$ cat config.mk
export PLATFORM = sky130hd
export DESIGN_NAME = eip_top
export DESIGN_NICKNAME = d
export VERILOG_FILES = /design/src/hw/eip_pkg.sv /design/src/hw/eip_top.sv /design/src/hw/eip_pin_detect.sv
export VERILOG_INCLUDE_DIRS = /design/src /design/src/hw
export SDC_FILE = /design/constraint.sdc
export NUM_CORES = 1
export LEC_CHECK = 0
export ABC_AREA = 1
export BUFFER_PORTS_ARGS = -buffer_cell sky130_fd_sc_hd__buf_2
export CAP_MARGIN = 20
export CORE_ASPECT_RATIO = 0.7
export CORE_UTILIZATION = 40
export CTS_BUF_LIST = sky130_fd_sc_hd__clkbuf_8 sky130_fd_sc_hd__clkbuf_16
export DETAILED_ROUTE_END_ITERATION = 6
export REMOVE_ABC_BUFFERS = 1
export SYNTH_ARGS = -nofsm -noshare
export SYNTH_HDL_FRONTEND = slang
export SYNTH_HIERARCHICAL = 1
export SYNTH_SLANG_ARGS = --single-unit
$ cat constraint.sdc
create_clock -name clk_i -period 11.4 [get_ports clk_i]
set_input_delay 0.57 -clock clk_i [delete_from_list [all_inputs] [get_ports clk_i]]
set_output_delay 0.57 -clock clk_i [all_outputs]
set_load 0.03 [all_outputs]
$ cat src/hw/eip_defines.svh
`ifndef EIP_DEFINES_SVH
`define EIP_DEFINES_SVH

// Register byte offsets on the Wishbone slave.
`define EIP_OFS_CTL_ONE   8'h00
`define EIP_OFS_CTL_TWO   8'h04
`define EIP_OFS_PRIO_A    8'h08
`define EIP_OFS_PRIO_B    8'h0c
`define EIP_OFS_REQ_STS   8'h10
`define EIP_OFS_EVT_STS   8'h14
`define EIP_OFS_EVT_EN    8'h18
`define EIP_OFS_EVT_CLR   8'h1c

// Field positions.
`define EIP_NMI_POL_BIT   8
`define EIP_NMI_PEND_BIT  8
`define EIP_EVT_NMI_BIT   8
`define EIP_EVT_ACC_BIT   9
`define EIP_EVT_W         10

// Encodings and fixed levels.
`define EIP_EDGE_FALL     2'b01
`define EIP_EDGE_RISE     2'b10
`define EIP_NMI_LEVEL     5'h10
`define EIP_NMI_MASK      4'hf
`define EIP_PRIO_OFF      4'h0

// Reset values.
`define EIP_RST_CTL_ONE   9'h000
`define EIP_RST_CTL_TWO   16'h0000
`define EIP_RST_PRIO      16'h0000
`define EIP_RST_EVT       10'h000
`define EIP_PIN_IDLE      1'b1

`endif

$ cat src/hw/eip_pkg.sv
package eip_pkg;

	typedef logic [4:0] eip_level_t;

	typedef enum {
		EIP_SRC_NONE,
		EIP_SRC_NMI,
		EIP_SRC_PIN
	} eip_src_e;

endpackage

$ cat src/hw/eip_top.sv
// Contract
// - Five source kinds, levels zero to sixteen; the code has two kinds, NMI and pins.
// - Level zero source is never presented.
// - NMI level sixteen, accepted regardless of mask.
// - NMI edge only, polarity bit selects.
// - NMI acceptance loads mask level fifteen.
// - Each pin selects low, falling or rising.
// - Each pin has priority zero to fifteen.
// - Low level request follows the pin.
// - Level mode flag reads current request level.
// - Falling edge on pin raises request.
// - Edge request stays latched until accepted.
// - Write zero clears only after reading one.
// - Pin acceptance loads mask with its priority.
//
// The implementer's own choices: the address map and the Wishbone interface to the registers.
`timescale 1ns/1ps
`include "eip_defines.svh"

module eip_top #(
	parameter int NPIN = 8
) (
	input  wire logic                clk_i,
	input  wire logic                rst_i,
	input  wire logic                wb_cyc_i,
	input  wire logic                wb_stb_i,
	input  wire logic                wb_we_i,
	input  wire logic [7:0]          wb_adr_i,
	input  wire logic [3:0]          wb_sel_i,
	input  wire logic [31:0]         wb_dat_i,
	output logic      [31:0]         wb_dat_o,
	output logic                     wb_ack_o,
	input  wire logic                nmi_pin_i,
	input  wire logic [NPIN-1:0]     ext_request_pin_i,
	input  wire logic [3:0]          cpu_mask_level_i,
	input  wire logic                cpu_accept_i,
	output logic                     req_o,
	output eip_pkg::eip_level_t      req_level_o,
	output logic                     req_nmi_o,
	output logic      [2:0]          req_pin_o,
	output logic                     mask_load_o,
	output logic      [3:0]          mask_value_o,
	output logic                     irq_o
);
	import eip_pkg::*;

	// Register state; all but arm_q and nmi_prev_q is software-visible.
	logic [NPIN:0]         ctl1_q;
	logic [2*NPIN-1:0]     ctl2_q;
	logic [15:0]           pra_q;
	logic [15:0]           prb_q;
	logic [`EIP_EVT_W-1:0] evt_sts_q;
	logic [`EIP_EVT_W-1:0] evt_en_q;
	logic [NPIN-1:0]       arm_q;
	logic                  nmi_prev_q;
	logic                  nmi_pend_q;

	// Per-pin wires.
	logic [NPIN-1:0]       pin_flag;
	logic [NPIN-1:0]       pin_evt;
	logic [NPIN-1:0]       acc_pin;
	logic [3:0]            prio [NPIN];

	// Arbitration result.
	logic                  found;
	eip_level_t            best_lvl;
	logic [2:0]            best_pin;
	eip_src_e              best_src;

	function automatic logic [31:0] merge(input logic [31:0] old_v,
		input logic [31:0] new_v, input logic [31:0] mask_v);
		merge = (old_v & ~mask_v) | (new_v & mask_v);
	endfunction

	// Bus decode. The slave answers one cycle after the request and releases
	// ack the cycle after, so back-to-back requests see a gap of one cycle.
	wire        bus_req  = wb_cyc_i & wb_stb_i;
	wire        rd_start = bus_req & ~wb_ack_o & ~wb_we_i;
	wire        wr_take  = bus_req & wb_ack_o & wb_we_i;
	wire [31:0] wmask    = {{8{wb_sel_i[3]}}, {8{wb_sel_i[2]}},
		{8{wb_sel_i[1]}}, {8{wb_sel_i[0]}}};

	wire sel_ctl1 = (wb_adr_i == `EIP_OFS_CTL_ONE);
	wire sel_ctl2 = (wb_adr_i == `EIP_OFS_CTL_TWO);
	wire sel_pra  = (wb_adr_i == `EIP_OFS_PRIO_A);
	wire sel_prb  = (wb_adr_i == `EIP_OFS_PRIO_B);
	wire sel_rsts = (wb_adr_i == `EIP_OFS_REQ_STS);
	wire sel_ests = (wb_adr_i == `EIP_OFS_EVT_STS);
	wire sel_een  = (wb_adr_i == `EIP_OFS_EVT_EN);
	wire sel_eclr = (wb_adr_i == `EIP_OFS_EVT_CLR);

	wire wr_ctl1 = wr_take & sel_ctl1;
	wire wr_ctl2 = wr_take & sel_ctl2;
	wire wr_pra  = wr_take & sel_pra;
	wire wr_prb  = wr_take & sel_prb;
	wire wr_een  = wr_take & sel_een;
	wire wr_eclr = wr_take & sel_eclr;
	wire rd_sts  = rd_start & sel_rsts;
	wire wr_sts  = wr_take & sel_rsts & wb_sel_i[0];

	wire [NPIN-1:0] sense_edge = ctl1_q[NPIN-1:0];
	wire            nmi_rise   = ctl1_q[`EIP_NMI_POL_BIT];
	wire [NPIN:0]   req_sts    = {nmi_pend_q, pin_flag};
	wire [31:0]     prio_all   = {prb_q, pra_q};

	wire [31:0] rd_mux =
		sel_ctl1 ? 32'(ctl1_q) :
		sel_ctl2 ? 32'(ctl2_q) :
		sel_pra  ? 32'(pra_q) :
		sel_prb  ? 32'(prb_q) :
		sel_rsts ? 32'(req_sts) :
		sel_ests ? 32'(evt_sts_q) :
		sel_een  ? 32'(evt_en_q) :
		32'h0000_0000;

	// A software clear only takes effect on a flag that this master saw as one
	// in an earlier read; the arm drops as soon as the flag itself drops.
	wire [NPIN-1:0] sw_clr = {NPIN{wr_sts}} & ~wb_dat_i[NPIN-1:0] & arm_q;
	wire [NPIN-1:0] arm_d  = pin_flag & sense_edge & ~{NPIN{wr_sts}}
		& (arm_q | {NPIN{rd_sts}});

	// NMI is edge sensed only; the polarity bit picks rising or falling.
	wire nmi_hit = nmi_rise ? (nmi_pin_i & ~nmi_prev_q)
		: (~nmi_pin_i & nmi_prev_q);
	wire acc_any = cpu_accept_i & req_o;
	wire acc_nmi = acc_any & req_nmi_o;
	wire nmi_pend_d = nmi_hit | (nmi_pend_q & ~acc_nmi);

	wire [`EIP_EVT_W-1:0] evt   = {acc_any, nmi_hit, pin_evt};
	wire [`EIP_EVT_W-1:0] e_clr = {`EIP_EVT_W{wr_eclr}}
		& wb_dat_i[`EIP_EVT_W-1:0] & wmask[`EIP_EVT_W-1:0];
	// Hardware events win over a clear in the same cycle.
	wire [`EIP_EVT_W-1:0] evt_sts_d = evt | (evt_sts_q & ~e_clr);

	for (genvar g = 0; g < NPIN; g++)
	begin : g_pin
		eip_pin_detect u_det (
			.clk_i      (clk_i),
			.rst_i      (rst_i),
			.pin_i      (ext_request_pin_i[g]),
			.sense_i    (sense_edge[g]),
			.edge_sel_i (ctl2_q[2*g +: 2]),
			.clr_i      (sw_clr[g]),
			.acc_i      (acc_pin[g]),
			.flag_o     (pin_flag[g]),
			.evt_o      (pin_evt[g])
		);
		assign prio[g]    = prio_all[4*g +: 4];
		assign acc_pin[g] = acc_any & ~req_nmi_o & (req_pin_o == 3'(g));
	end

	// Highest level wins; among equal levels the lowest pin index wins.
	always_comb
	begin
		found    = 1'b0;
		best_lvl = '0;
		best_pin = '0;
		best_src = EIP_SRC_NONE;
		for (int i = 0; i < NPIN; i++)
		begin
			if (pin_flag[i] && prio[i] != `EIP_PRIO_OFF
				&& prio[i] > cpu_mask_level_i && {1'b0, prio[i]} > best_lvl)
			begin
				found    = 1'b1;
				best_lvl = {1'b0, prio[i]};
				best_pin = 3'(i);
				best_src = EIP_SRC_PIN;
			end
		end
		if (nmi_pend_q)
		begin
			found    = 1'b1;
			best_lvl = `EIP_NMI_LEVEL;
			best_pin = '0;
			best_src = EIP_SRC_NMI;
		end
	end

	always_ff @(posedge clk_i)
	begin
		if (rst_i)
		begin
			wb_ack_o <= 1'b0;
			wb_dat_o <= 32'h0000_0000;
		end
		else
		begin
			wb_ack_o <= bus_req & ~wb_ack_o;
			if (rd_start)
				wb_dat_o <= rd_mux;
		end
	end

	always_ff @(posedge clk_i)
	begin
		if (rst_i)
		begin
			ctl1_q   <= `EIP_RST_CTL_ONE;
			ctl2_q   <= `EIP_RST_CTL_TWO;
			pra_q    <= `EIP_RST_PRIO;
			prb_q    <= `EIP_RST_PRIO;
			evt_en_q <= `EIP_RST_EVT;
		end
		else
		begin
			if (wr_ctl1)
				ctl1_q <= (NPIN+1)'(merge(32'(ctl1_q), wb_dat_i, wmask));
			if (wr_ctl2)
				ctl2_q <= (2*NPIN)'(merge(32'(ctl2_q), wb_dat_i, wmask));
			if (wr_pra)
				pra_q <= 16'(merge(32'(pra_q), wb_dat_i, wmask));
			if (wr_prb)
				prb_q <= 16'(merge(32'(prb_q), wb_dat_i, wmask));
			if (wr_een)
				evt_en_q <= `EIP_EVT_W'(merge(32'(evt_en_q), wb_dat_i, wmask));
		end
	end

	always_ff @(posedge clk_i)
	begin
		if (rst_i)
		begin
			arm_q      <= '0;
			nmi_prev_q <= `EIP_PIN_IDLE;
			nmi_pend_q <= 1'b0;
			evt_sts_q  <= `EIP_RST_EVT;
			irq_o      <= 1'b0;
		end
		else
		begin
			arm_q      <= arm_d;
			nmi_prev_q <= nmi_pin_i;
			nmi_pend_q <= nmi_pend_d;
			evt_sts_q  <= evt_sts_d;
			irq_o      <= |(evt_sts_q & evt_en_q);
		end
	end

	// The request is withdrawn for one cycle after an accept so that the core
	// never sees a stale source before the cleared flags are rearbitrated.
	always_ff @(posedge clk_i)
	begin
		if (rst_i)
		begin
			req_o        <= 1'b0;
			req_level_o  <= '0;
			req_nmi_o    <= 1'b0;
			req_pin_o    <= '0;
			mask_load_o  <= 1'b0;
			mask_value_o <= 4'h0;
		end
		else
		begin
			req_o       <= found & ~acc_any;
			req_level_o <= best_lvl;
			req_nmi_o   <= (best_src == EIP_SRC_NMI);
			req_pin_o   <= best_pin;
			mask_load_o <= acc_any;
			if (acc_any)
				mask_value_o <= req_nmi_o ? `EIP_NMI_MASK : req_level_o[3:0];
		end
	end

	wire pin0_now = ext_request_pin_i[0];
endmodule // eip_top

$ cat src/hw/eip_pin_detect.sv
`timescale 1ns/1ps
`include "eip_defines.svh"

module eip_pin_detect (
	input  wire logic       clk_i,
	input  wire logic       rst_i,
	input  wire logic       pin_i,
	input  wire logic       sense_i,
	input  wire logic [1:0] edge_sel_i,
	input  wire logic       clr_i,
	input  wire logic       acc_i,
	output logic            flag_o,
	output logic            evt_o
);
	import eip_pkg::*;

	logic prev_q;
	logic latch_q;

	wire fell    = prev_q & ~pin_i;
	wire rose    = ~prev_q & pin_i;
	// Any edge code other than rising selects falling, so no code leaves a pin dead.
	wire hit     = sense_i & ((edge_sel_i == `EIP_EDGE_RISE) ? rose : fell);
	// A new edge wins over a clear arriving in the same cycle.
	wire latch_d = hit | (sense_i & latch_q & ~clr_i & ~acc_i);

	assign evt_o  = hit;
	assign flag_o = sense_i ? latch_q : ~pin_i;

	always_ff @(posedge clk_i)
	begin
		if (rst_i)
		begin
			prev_q  <= `EIP_PIN_IDLE;
			latch_q <= 1'b0;
		end
		else
		begin
			prev_q  <= pin_i;
			latch_q <= latch_d;
		end
	end
endmodule // eip_pin_detect

# After elaboration in Yosys (flattened, before gate mapping)
# Index checks and enable logic that the tools add are counted.
# Widths: inputs -> output; s select.
# totals
reg_bits,152
in_bits,63
out_inout_bits,49
wordCells,320
# op_classes
n_lt_le_gt_ge,16
eq_ne,23
n_mux,59
bitwise_logic,151
reduce_logical,36
# op_table
cell,count
$mux 32,8
$and 1x1->1,77
$and 16x16->16,4
$mux 16,4
$and 10x10->10,5
$or 16x16->16,3
$and 8x8->8,5
$mux 5,8
$not 1->1,39
$gt 4x5->1,7
$eq 32x2->1 const B,1
$eq 8x5->1 const B,4
$gt 4x4->1,8
$reduce_bool 4->1,8
$mux 10,3
$mux 1,27
$logic_and 1x1->1,24
$or 10x10->10,2
$mux 3,6
$eq 2x2->1 const B,8
$eq 8x4->1 const B,2
$not 16->16,1
$not 8->8,2
$eq 3x3->1 const B,4
other kinds (15),25

# Longest topological paths before layout
# Gate-level depths: netlist of run 1.
# depth
depth_word,29
depth_mapped,71
mapped_depth_nobuf,71

# By module
# The synthesis of run 1 kept the hierarchy.
# modules_own_cells
module,instances,cells_each,area_per_inst_um2,seq_area_each_um2
eip_top,1,981,7158.1,2402.3
eip_pin_detect,8,20,123.9,40.0

# Worst setup path before layout of run 1
# No wires, ideal clock.
# synth_timing
path_kind,input to register
from,input port cpu_mask_level_i[3]
to,register req_level_o[0]
setup_ps,109
arrival_time_ps,9021
required_ps,11291
path_slack_ps,2270
stages,68
path_buffers,0
cell_sequence,inv_1 > ha_1 > nand2_1 > nor2_1 > a21oi_2 > nand3_1 > ha_1 > nand2_1 > nand2_1 > nand2_1 > nand3b_1 > nand3_1 > nand2_1 > and2_1 > ha_1 > nand4_1 > nand2_1 > nor2_1 > [32 not listed] > nand3_1 > nor2_1 > a211oi_1 > a221oi_1 > nand2_1 > inv_1 > nand2_1 > and2_1 > ha_1 > inv_1 > nor3_1 > a21oi_1 > o21ai_0 > nand3_1 > inv_1 > a21oi_1 > nand2_1 > inv_1
# synth_via
elab_chain_len,25
word_cells_on_any_way,39
classes_between,order compare (15); mux (8); reduce/logical (16)
# synth_rtl
element,line_no,text
"start, declared",eip_top.sv:35,"input wire logic [3:0] cpu_mask_level_i,"
$gt 4x4->1,eip_top.sv:162,"&& prio[i] > cpu_mask_level_i && {1'b0, prio[i]} > best_lvl)"
$logic_and 1x1->1 (2 in series),eip_top.sv:161,if (pin_flag[i] && prio[i] != `EIP_PRIO_OFF
$mux 4,eip_top.sv:161,
$gt 4x5->1,eip_top.sv:162,
$logic_and 1x1->1,eip_top.sv:161,
$mux 5,eip_top.sv:161,
$gt 4x5->1,eip_top.sv:162,
$logic_and 1x1->1,eip_top.sv:161,
[8 not listed],n/a,
$logic_and 1x1->1,eip_top.sv:161,
$mux 5,eip_top.sv:161,
$gt 4x5->1,eip_top.sv:162,
$logic_and 1x1->1,eip_top.sv:161,
$mux 5,eip_top.sv:161,
$gt 4x5->1,eip_top.sv:162,
$logic_and 1x1->1,eip_top.sv:161,
$mux 5 *,eip_top.sv:161,
"end signal, assigned",eip_top.sv:255,req_level_o <= best_lvl;
"end, declared",eip_top.sv:38,"output eip_pkg::eip_level_t req_level_o,"
# Mark *: on every way between the ends. The rest lies on a longest branch, timed or not.
# A chain may end at the register's enable or synchronous reset.

==> results of run 1 <==
-- critical path: cells and delay by family, from the launching register on --
family	cells	cell delay [ns]
AND/OR/NAND/NOR	37	4.75
buffers and inverters	9	1.09
AO/OA/AOI/OAI	10	1.50
adder cells (fa/ha/maj)	8	2.36
flip-flops	1	0.42
-- through the flow --
stage / setup slack (ns) / instances
final: 1.16 / 1501
after global routing: 0.0409 / 1501
after CTS: 1.02 / 1499
after detailed placement: 0.735 / 1467
after global placement: 0.822 / 1467
after floorplan: 2.27 / 1112
-- final cells by class --
class                      instances  share of cell area
clock inverter                    14              0.0158
timing repair buffer              87              0.0515
sequential                       136               0.291
clock buffer                      18              0.0469
multi-input combinational        809               0.492
tap                              270              0.0361
inverter                         167              0.0669
-- synthesized netlist by cell type (2+ instances only) --
library cell	number
nand3_2	8
buf_2	3
a21o_1	2
a211oi_2	4
nor3_4	7
nor2_2	5
nand4_1	30
o221ai_1	5
ha_1	60
a21oi_2	9
clkbuf_1	17
nor3_1	25
o31ai_1	8
a21oi_1	64
a221oi_1	5
buf_4	19
inv_1	161
nand3_1	63
nand2_1	217
o21bai_1	2
inv_2	5
nand3b_1	3
buf_6	4
a211oi_1	55
o311ai_0	2
and2_1	12
o211ai_1	13
nor2_1	133
dfxtp_1	136
or2_1	8
o21ai_0	46
a22o_1	2
-- power by group through the flow --
stage,sequential [mW],clock (mW),combinational [mW]
6_report,0.486,0.557,0.0845
5_1_grt,0.486,0.584,0.0921
4_1_cts,0.485,0.564,0.0823
3_5_place_dp,0.496,0,0.0819
3_3_place_gp,0.496,0,0.0815
2_1_floorplan,0.501,0,0.0382
-- per-layer routing --
layer | global-route usage | vias up
li1 | - | 3963
met1 | 0.375 | 3654
met2 | 0.364 | 280
met3 | 0.0592 | 24
met4 | 0.0502 | 2
met5 | 0 | -
-- worst max path at each step --
stage	cells past startpoint	from	end
after CTS	66	register	req_o
after global routing	66	register	req_o
after detailed placement	66	cpu_mask_level_i[3]	req_level_o[1]
after floorplan	68	cpu_mask_level_i[3]	req_level_o[0]
final	64	register	req_level_o[1]
after global placement	70	cpu_mask_level_i[3]	req_o
-- timing repair --
item	4_1_cts	5_1_grt
hold endpoints to repair	0	0
setup endpoints to repair	0	8
gates resized for setup	0	5
-- cells by family after synthesis --
family | share of synthesized area
flops | 0.334
other cells | 0.000460
buf+inv | 0.110
fa+ha+maj | 0.0921
compound gates | 0.173
simple gates | 0.290
==> run summary, run 1 <==
Hold Startpoint - rst_i
post-route core utilization - 0.471
Yosys top cell area share - 0.334
ys flop type - dfxtp_1
Synth Register Bits - 136
Slew HR - 0.348
fill count - 2084
final instance area - 9370 um2
clk root buf - clkbuf_16
Post-CTS Hold Fix Bufs - 0
Max VDD drop - 0.0000994 V
Synth area leaders - dfxtp_1 (33%), nand2_1 (10%), ha_1 (9.2%)
CP most frequent cell - nand2_1
mapped cell area - 8150 um2
post-CTS setup buffer count - 0
vias per cell - 5.28
violated checks - DRC
Clock Skew - 0.00590 ns
layout cell share with drive strength beyond 1 - 0.135
Antenna Cells - 0
first-pass GRT wire length - 40100 um
Net Sw Frac - 0.262
met1 WL - 12900 um
Clock Path Buffers - 2
CP arrival - 10.56 ns
Slew Viols, Final - 0
core area - 19900 um2
Post-Route Setup TNS - 0 ns
Final period util - 0.898
drt pass-1 iters - 7
final setup vio count - 0
yosys warns - 6
Max-Cap Viols - 0
initial antenna violation count - 1
R2R setup slack - 1.16 ns
unrepaired setup endpoints after global routing - false
Seq/Total Area, Yosys - 0.334
Iter 0 DRT Violations - 640
Final GP Congestion - 0.891
hold path depth - 2
CTS Buf Count - 17
Net Sw Power - 0.295 mW
cell-internal power - 0.832 mW
R2R cell count - 64
ys async rst share - 0
gr ovfl total - 0
Vias - 7923
clock-pin slew on the worst setup and hold paths - 0.06 ns
Die ar. - 21000 um2
row count - 43
WHS - 0.309 ns
Met3 Wirelength - 2120 um
Nets - 1341
synthesized instance count - 1141
# DRC - 15
Cell variety after synth - 40
static leakage - 4.20 nW
boundary pin count - 112
pwr dens - 120 nW/um2
Total Wirelength - 25700 um
Fin. Hold Viols - 0
GRT Overall Usage - 0.252
DP HPWL - 18900 um
Final min period - 10.24 ns
H-tree depth - 4
FF-to-FF End - req_level_o[1]
TritonCTS clock tree - built
Area after DPL - 8730 um2
most common cell after layout, fill and taps aside - nand2_1
most frequent cells in the layout - nand2_1 (217), inv_1 (162), dfxtp_1 (135)
Yosys top cell by area - dfxtp_1
Vert. Die Dim - 121 um
Routed Antenna Nets - 0
critical path launch point type - register
Syn Area/Cell - 7.14 um2
highest metal used - met5
Area Growth Syn to Fin - 15.0%
port bufs - 77
vias in the first global route - 7091
clock power share - 0.494
FF/Latch Area - 2720 um2
Reg power frac - 0.431
Multi-input gate area - 4610 um2
Comb pwr share - 0.075
clock sink count - 136
met2 WL - 10400 um
fmax - 97.7 MHz
max incr delay on CP - 0.42 ns
Min-Delay Path Class - primary input to register
EDFF count, synth - 0
worst path required time - 11.73 ns
largest net degree at the start of global routing - 98
Worst-Skew Late Latency - 0.43 ns
WL/cell - 17.1 um
run status - finished, violations left
Hold EP - mask_load_o
crit path max-delay cell type - dfxtp_1
critical path type - register to register
chip width - 173 um
Tot Pwr - 1.13 mW
critical path fanouts, max - 7
Slew @ Worst Pin - 0.968 ns
crit end category - register
Initial Util - 0.409
(Power assumes the default switching activity.)
==> run 2, diff against run 1 <==
Settings changed: CTS_BUF_LIST sky130_fd_sc_hd__clkbuf_8 sky130_fd_sc_hd__clkbuf_16 to sky130_fd_sc_hd__clkbuf_4.
==> run summary, run 2 (synthesis results as in run 1) <==
Initial Util - 0.409 (unchanged)
Max-Cap Viols - 0 (unchanged)
Slew @ Worst Pin - 1.17 ns (was 0.968 ns)
Max VDD drop - 0.0000496 V (was 0.0000994 V)
CP arrival - 10.84 ns (was 10.56 ns)
GRT Overall Usage - 0.249 (was 0.252)
port bufs - 77 (unchanged)
Min-Delay Path Class - primary input to register (unchanged)
critical path fanouts, max - 7 (unchanged)
run status - completed (was finished, violations left)
post-route core utilization - 0.455 (was 0.471)
core area - 19900 um2 (unchanged)
initial antenna violation count - 1 (unchanged)
clock power share - 0.367 (was 0.494)
FF-to-FF End - req_o (was req_level_o[1])
critical path type - register to register (unchanged)
Post-CTS Hold Fix Bufs - 0 (unchanged)
row count - 43 (unchanged)
first-pass GRT wire length - 39700 um (was 40100 um)
worst path required time - 11.90 ns (was 11.73 ns)
Area Growth Syn to Fin - 11.2% (was 15.0%)
crit end category - register (unchanged)
cts repair resizes - 0 (unchanged)
Hold EP - mask_load_o (unchanged)
Nets - 1340 (was 1341)
vias in the first global route - 7035 (was 7091)
Final period util - 0.906 (was 0.898)
layout cell share with drive strength beyond 1 - 0.134 (was 0.135)
static leakage - 4.06 nW (was 4.20 nW)
Vert. Die Dim - 121 um (unchanged)
CTS Buf Count - 17 (unchanged)
Reg power frac - 0.540 (was 0.431)
R2R setup slack - 1.07 ns (was 1.16 ns)
drt pass-1 iters - 5 (was 7)
Vias - 7804 (was 7923)
Clock Skew - 0.0261 ns (was 0.00590 ns)
Post-Layout Cell Count - 1501 (unchanged)
H-tree depth - 4 (unchanged)
Clock Path Buffers - 2 (unchanged)
clock-pin slew on the worst setup and hold paths - 0.14 ns (was 0.06 ns)
max incr delay on CP - 0.45 ns (was 0.42 ns)
unrepaired setup endpoints after global routing - false (unchanged)
most common cell after layout, fill and taps aside - nand2_1 (unchanged)
WL/cell - 16.9 um (was 17.1 um)
# DRC - 0 (was 15)
final setup vio count - 0 (unchanged)
Final GP Congestion - 0.891 (unchanged)
Die ar. - 21000 um2 (unchanged)
pwr dens - 99.2 nW/um2 (was 120 nW/um2)
Total Wirelength - 25400 um (was 25700 um)
hold path depth - 2 (unchanged)
Slew Viols, Final - 0 (unchanged)
Worst-Skew Late Latency - 0.57 ns (was 0.43 ns)
boundary pin count - 112 (unchanged)
R2R cell count - 65 (was 64)
most frequent cells in the layout - nand2_1 (217), inv_1 (161), dfxtp_1 (135) (was nand2_1 (217), inv_1 (162), dfxtp_1 (135))
critical path launch point type - register (unchanged)
Hold Startpoint - rst_i (unchanged)
cell-internal power - 0.636 mW (was 0.832 mW)
crit path max-delay cell type - dfxtp_1 (unchanged)
CP most frequent cell - nand2_1 (unchanged)
Net Sw Frac - 0.292 (was 0.262)
chip width - 173 um (unchanged)
Routed Antenna Nets - 0 (unchanged)
DP HPWL - 18900 um (unchanged)
Fin. Hold Viols - 0 (unchanged)
Final min period - 10.33 ns (was 10.24 ns)
Iter 0 DRT Violations - 632 (was 640)
fill count - 2128 (was 2084)
clk root buf - clkbuf_4 (was clkbuf_16)
Slew HR - 0.211 (was 0.348)
fmax - 96.8 MHz (was 97.7 MHz)
clock sink count - 136 (unchanged)
post-CTS setup buffer count - 0 (unchanged)
Post-Route Setup TNS - 0 ns (unchanged)
Comb pwr share - 0.093 (was 0.075)
largest net degree at the start of global routing - 98 (unchanged)
Net Sw Power - 0.263 mW (was 0.295 mW)
cell count after placement - 1467 (unchanged)
TritonCTS clock tree - built (unchanged)
vias per cell - 5.20 (was 5.28)
gr ovfl total - 0 (unchanged)
-- run 2: how the worst max path moves through the flow --
stage | to | slack (ns) | start | cells past startpoint
after global placement | req_o | 0.82 | cpu_mask_level_i[3] | 70
after global routing | req_o | 0.05 | register | 66
after detailed placement | req_level_o[1] | 0.74 | cpu_mask_level_i[3] | 66
final | req_o | 1.07 | register | 65
after CTS | req_o | 1.03 | register | 66
after floorplan | req_level_o[0] | 2.27 | cpu_mask_level_i[3] | 68
-- run 2: cell type report --
class                      count  area [um2]  area share
clock inverter                14         148      0.0163
timing repair buffer          86         475      0.0525
multi-input combinational    809        4610       0.509
inverter                     167         627      0.0692
antenna                        1        2.50    0.000276
sequential                   136        2720       0.301
clock buffer                  18         135      0.0149
tap                          270         338      0.0373
-- run 2: layer usage --
layer	share of wire	routed length (um)	GRT usage	up-vias
met5	0	0	0	-
met4	0.0072	182	0.0508	0
met3	0.076	1930	0.0495	14
met2	0.40	10200	0.363	254
met1	0.51	13100	0.374	3583
li1	-	-	-	3953
-- run 2: through the flow --
step | power [mW] | hold slack (ns) | cell area [um2] | setup WS [ns]
floorplan | 0.539 | 0.451 | 7940 | 2.27
global placement | 0.577 | 0.452 | 8730 | 0.822
detailed placement | 0.578 | 0.455 | 8730 | 0.735
CTS | 0.906 | 0.116 | 9010 | 1.03
global route | 0.936 | 0.107 | 9060 | 0.0465
finish | 0.899 | 0.156 | 9060 | 1.07
-- run 2: critical path, delay by kind of cell (launching register included) --
kind,cells,cell delay [ns]
buf+inv,9,0.97
compound gates,10,1.58
fa+ha+maj,8,2.38
flops,1,0.45
simple gates,38,4.90
-- run 2: power groups by stage --
stage                     clock [mW]  combinational [mW]  sequential, mW
after CTS                      0.339              0.0822           0.485
after global routing           0.358              0.0917           0.486
after global placement             0              0.0815           0.496
after floorplan                    0              0.0382           0.501
after detailed placement           0              0.0819           0.496
final                          0.330              0.0840           0.485
==> run 3, diff against run 2 <==
==> constraint.sdc (replaced) <==
create_clock -name clk_i -period 10.3 [get_ports clk_i]
set_input_delay 2.575 -clock clk_i [delete_from_list [all_inputs] [get_ports clk_i]]
set_output_delay 2.575 -clock clk_i [all_outputs]
set_load 0.03 [all_outputs]
==> run summary, run 3 (synthesis results as in run 1) <==
Net Sw Power - 0.291 mW (was 0.263 mW)
Worst-Skew Late Latency - 0.56 ns (was 0.57 ns)
initial antenna violation count - 1 (unchanged)
most common cell after layout, fill and taps aside - nand2_1 (unchanged)
H-tree depth - 4 (unchanged)
violated checks - DRC, setup timing
most used routing layer - met1 (unchanged)
critical path launch point type - primary input (was register)
GRT Overall Usage - 0.266 (was 0.249)
unrepaired setup endpoints after global routing - true (was false)
Routed Antenna Nets - 0 (unchanged)
crit path max-delay cell type - ha_4 (was dfxtp_1)
cell-internal power - 0.811 mW (was 0.636 mW)
clock-pin slew on the worst setup and hold paths - 0.13 ns (was 0.14 ns)
Iter 0 DRT Violations - 840 (was 632)
Post-CTS Hold Fix Bufs - 0 (unchanged)
family with the most delay on the worst path - simple AND/OR/NAND/NOR gates (unchanged)
DP Worst Slack - -1.66 ns (was 0.735 ns)
Final GP Congestion - 0.935 (was 0.891)
Area Growth Syn to Fin - 35.7% (was 11.2%)
Vias - 8605 (was 7804)
Die ar. - 21000 um2 (unchanged)
WL/cell - 17.8 um (was 16.9 um)
met3 GRT Util - 0.0489 (was 0.0495)
worst path required time - 10.81 ns (was 11.90 ns)
Final min period - 10.89 ns
row count - 43 (unchanged)
port bufs - 77 (unchanged)
max incr delay on CP - 0.29 ns (was 0.45 ns)
static leakage - 4.82 nW (was 4.06 nW)
Vert. Die Dim - 121 um (unchanged)
CP arrival - 11.40 ns (was 10.84 ns)
CTS Buf Count - 17 (unchanged)
vias per cell - 5.32 (was 5.20)
pwr dens - 99.7 nW/um2 (was 99.2 nW/um2)
crit path buf inv count - 12 (was 9)
boundary pin count - 112 (unchanged)
grt met2 use - 0.387 (was 0.363)
post-route core utilization - 0.556 (was 0.455)
Max-Cap Viols - 0 (unchanged)
Clock Skew - 0.0199 ns (was 0.0261 ns)
Comb pwr share - 0.093 (about the same)
Final Worst Setup Slack - -0.594 ns (was 1.07 ns)
Final period util - 1.06
Min-Delay Path Class - register to register (was primary input to register)
met1 Use GR - 0.389 (was 0.374)
largest net degree at the start of global routing - 96 (was 98)
Reg power frac - 0.487 (was 0.540)
vias in the first global route - 7500 (was 7035)
Total Wirelength - 28700 um (was 25400 um)
Nets - 1456 (was 1340)
gr ovfl total - 0 (unchanged)
crit end category - register (unchanged)
Net Sw Frac - 0.264 (was 0.292)
critical path type - primary input to register (was register to register)
critical path fanouts, max - 5 (was 7)
run status - finished, violations left (was completed)
layout cell share with drive strength beyond 1 - 0.322 (was 0.134)
clock sink count - 136 (unchanged)
final setup vio count - 8 (was 0)
clk root buf - clkbuf_4 (unchanged)
Fin. Hold Viols - 0 (unchanged)
Slew @ Worst Pin - 1.15 ns (was 1.17 ns)
Initial Util - 0.409 (unchanged)
core area - 19900 um2 (unchanged)
R2R setup slack - 0.96 ns (was 1.07 ns)
most frequent cells in the layout - nand2_1 (182), inv_1 (138), dfxtp_1 (136) (was nand2_1 (217), inv_1 (161), dfxtp_1 (135))
chip width - 173 um (unchanged)
fill count - 1874 (was 2128)
# DRC - 2 (was 0)
Max VDD drop - 0.0000535 V (was 0.0000496 V)
clock power share - 0.420 (was 0.367)
Tot Pwr - 1.10 mW (was 0.899 mW)
Slew Viols, Final - 0 (unchanged)
DP HPWL - 19600 um (was 18900 um)
fmax - 91.8 MHz
Slew HR - 0.235 (was 0.211)
drt pass-1 iters - 7 (was 5)
first-pass GRT wire length - 42400 um (was 39700 um)
Clock Path Buffers - 2 (unchanged)
TritonCTS clock tree - built (unchanged)
## run 3: cell count changes in the layout (fill, tap and decap cells not counted), moves of 12 or more
cell and change:
nand2_1 -35, nand2_4 +12, buf_4 +108, ha_4 +29
and2_4 +12, nand2_2 +23, ha_1 -30, nand3_1 -30
inv_1 -23, inv_2 +13, nand3_4 +19, and2_1 -12
## run 3: final cells by class
cell class              instances  area, um2  share of cell area
multi-input cells             809       5580               0.505
repair buffers                202       1380               0.125
clock buffers                  20        150              0.0136
inverters                     167        659              0.0596
well taps                     270        338              0.0305
flip-flops and latches        136       2720               0.246
diodes                          1       2.50            0.000226
clock inverters                12        223              0.0201
## run 3: what timing repair did
| item | in CTS | in global routing |
|---|---|---|
| setup endpoints to repair | 8 | 8 |
| gates resized for setup | 141 | 88 |
| cloned | 0 | 0 |
| buffers inserted | 32 | 9 |
| pin swaps | 66 | 68 |
## run 3: worst min-delay path, cell delays in order, from the launching register on
cell and delay, ns:
dfxtp_1 0.33, nand2_1 0.06, a21oi_1 0.06
## run 3: through the flow
stage / std cells / hold slack, ns / area, um2 / TNS (ns)
3_3_place_gp: 1543 / 0.452 / 9300 / -12.66
6_report: 1617 / 0.475 / 11100 / -4.48
3_5_place_dp: 1543 / 0.455 / 9300 / -13.02
5_1_grt: 1617 / 0.500 / 11100 / -7.35
4_1_cts: 1607 / 0.475 / 10600 / -0.816
2_1_floorplan: 1112 / 0.451 / 7940 / -6.38
## run 3: path summary, 6_finish.rpt
| check | from | to | cells after the start |
|---|---|---|---|
| max reg2reg | register | req_o | 67 |
| max | cpu_mask_level_i[2] | req_o | 69 |
| min | wb_dat_o[12] | wb_dat_o[12] | 2 |
| min reg2reg | wb_dat_o[12] | wb_dat_o[12] | 2 |
## run 3: power groups by stage
stage | clock [mW] | combinational, mW | sequential [mW]
after floorplan | 0 | 0.0422 | 0.554
after global placement | 0 | 0.0924 | 0.549
after detailed placement | 0 | 0.0933 | 0.549
after CTS | 0.470 | 0.0991 | 0.537
after global routing | 0.492 | 0.110 | 0.538
final | 0.463 | 0.103 | 0.537
## run 3: metal layers
layer	vias to the layer above	wire, um	part of all wire
li1	4187	-	-
met3	58	2430	0.084
met1	3982	13500	0.47
met2	378	12100	0.42
met4	0	680	0.024
met5	-	0	0
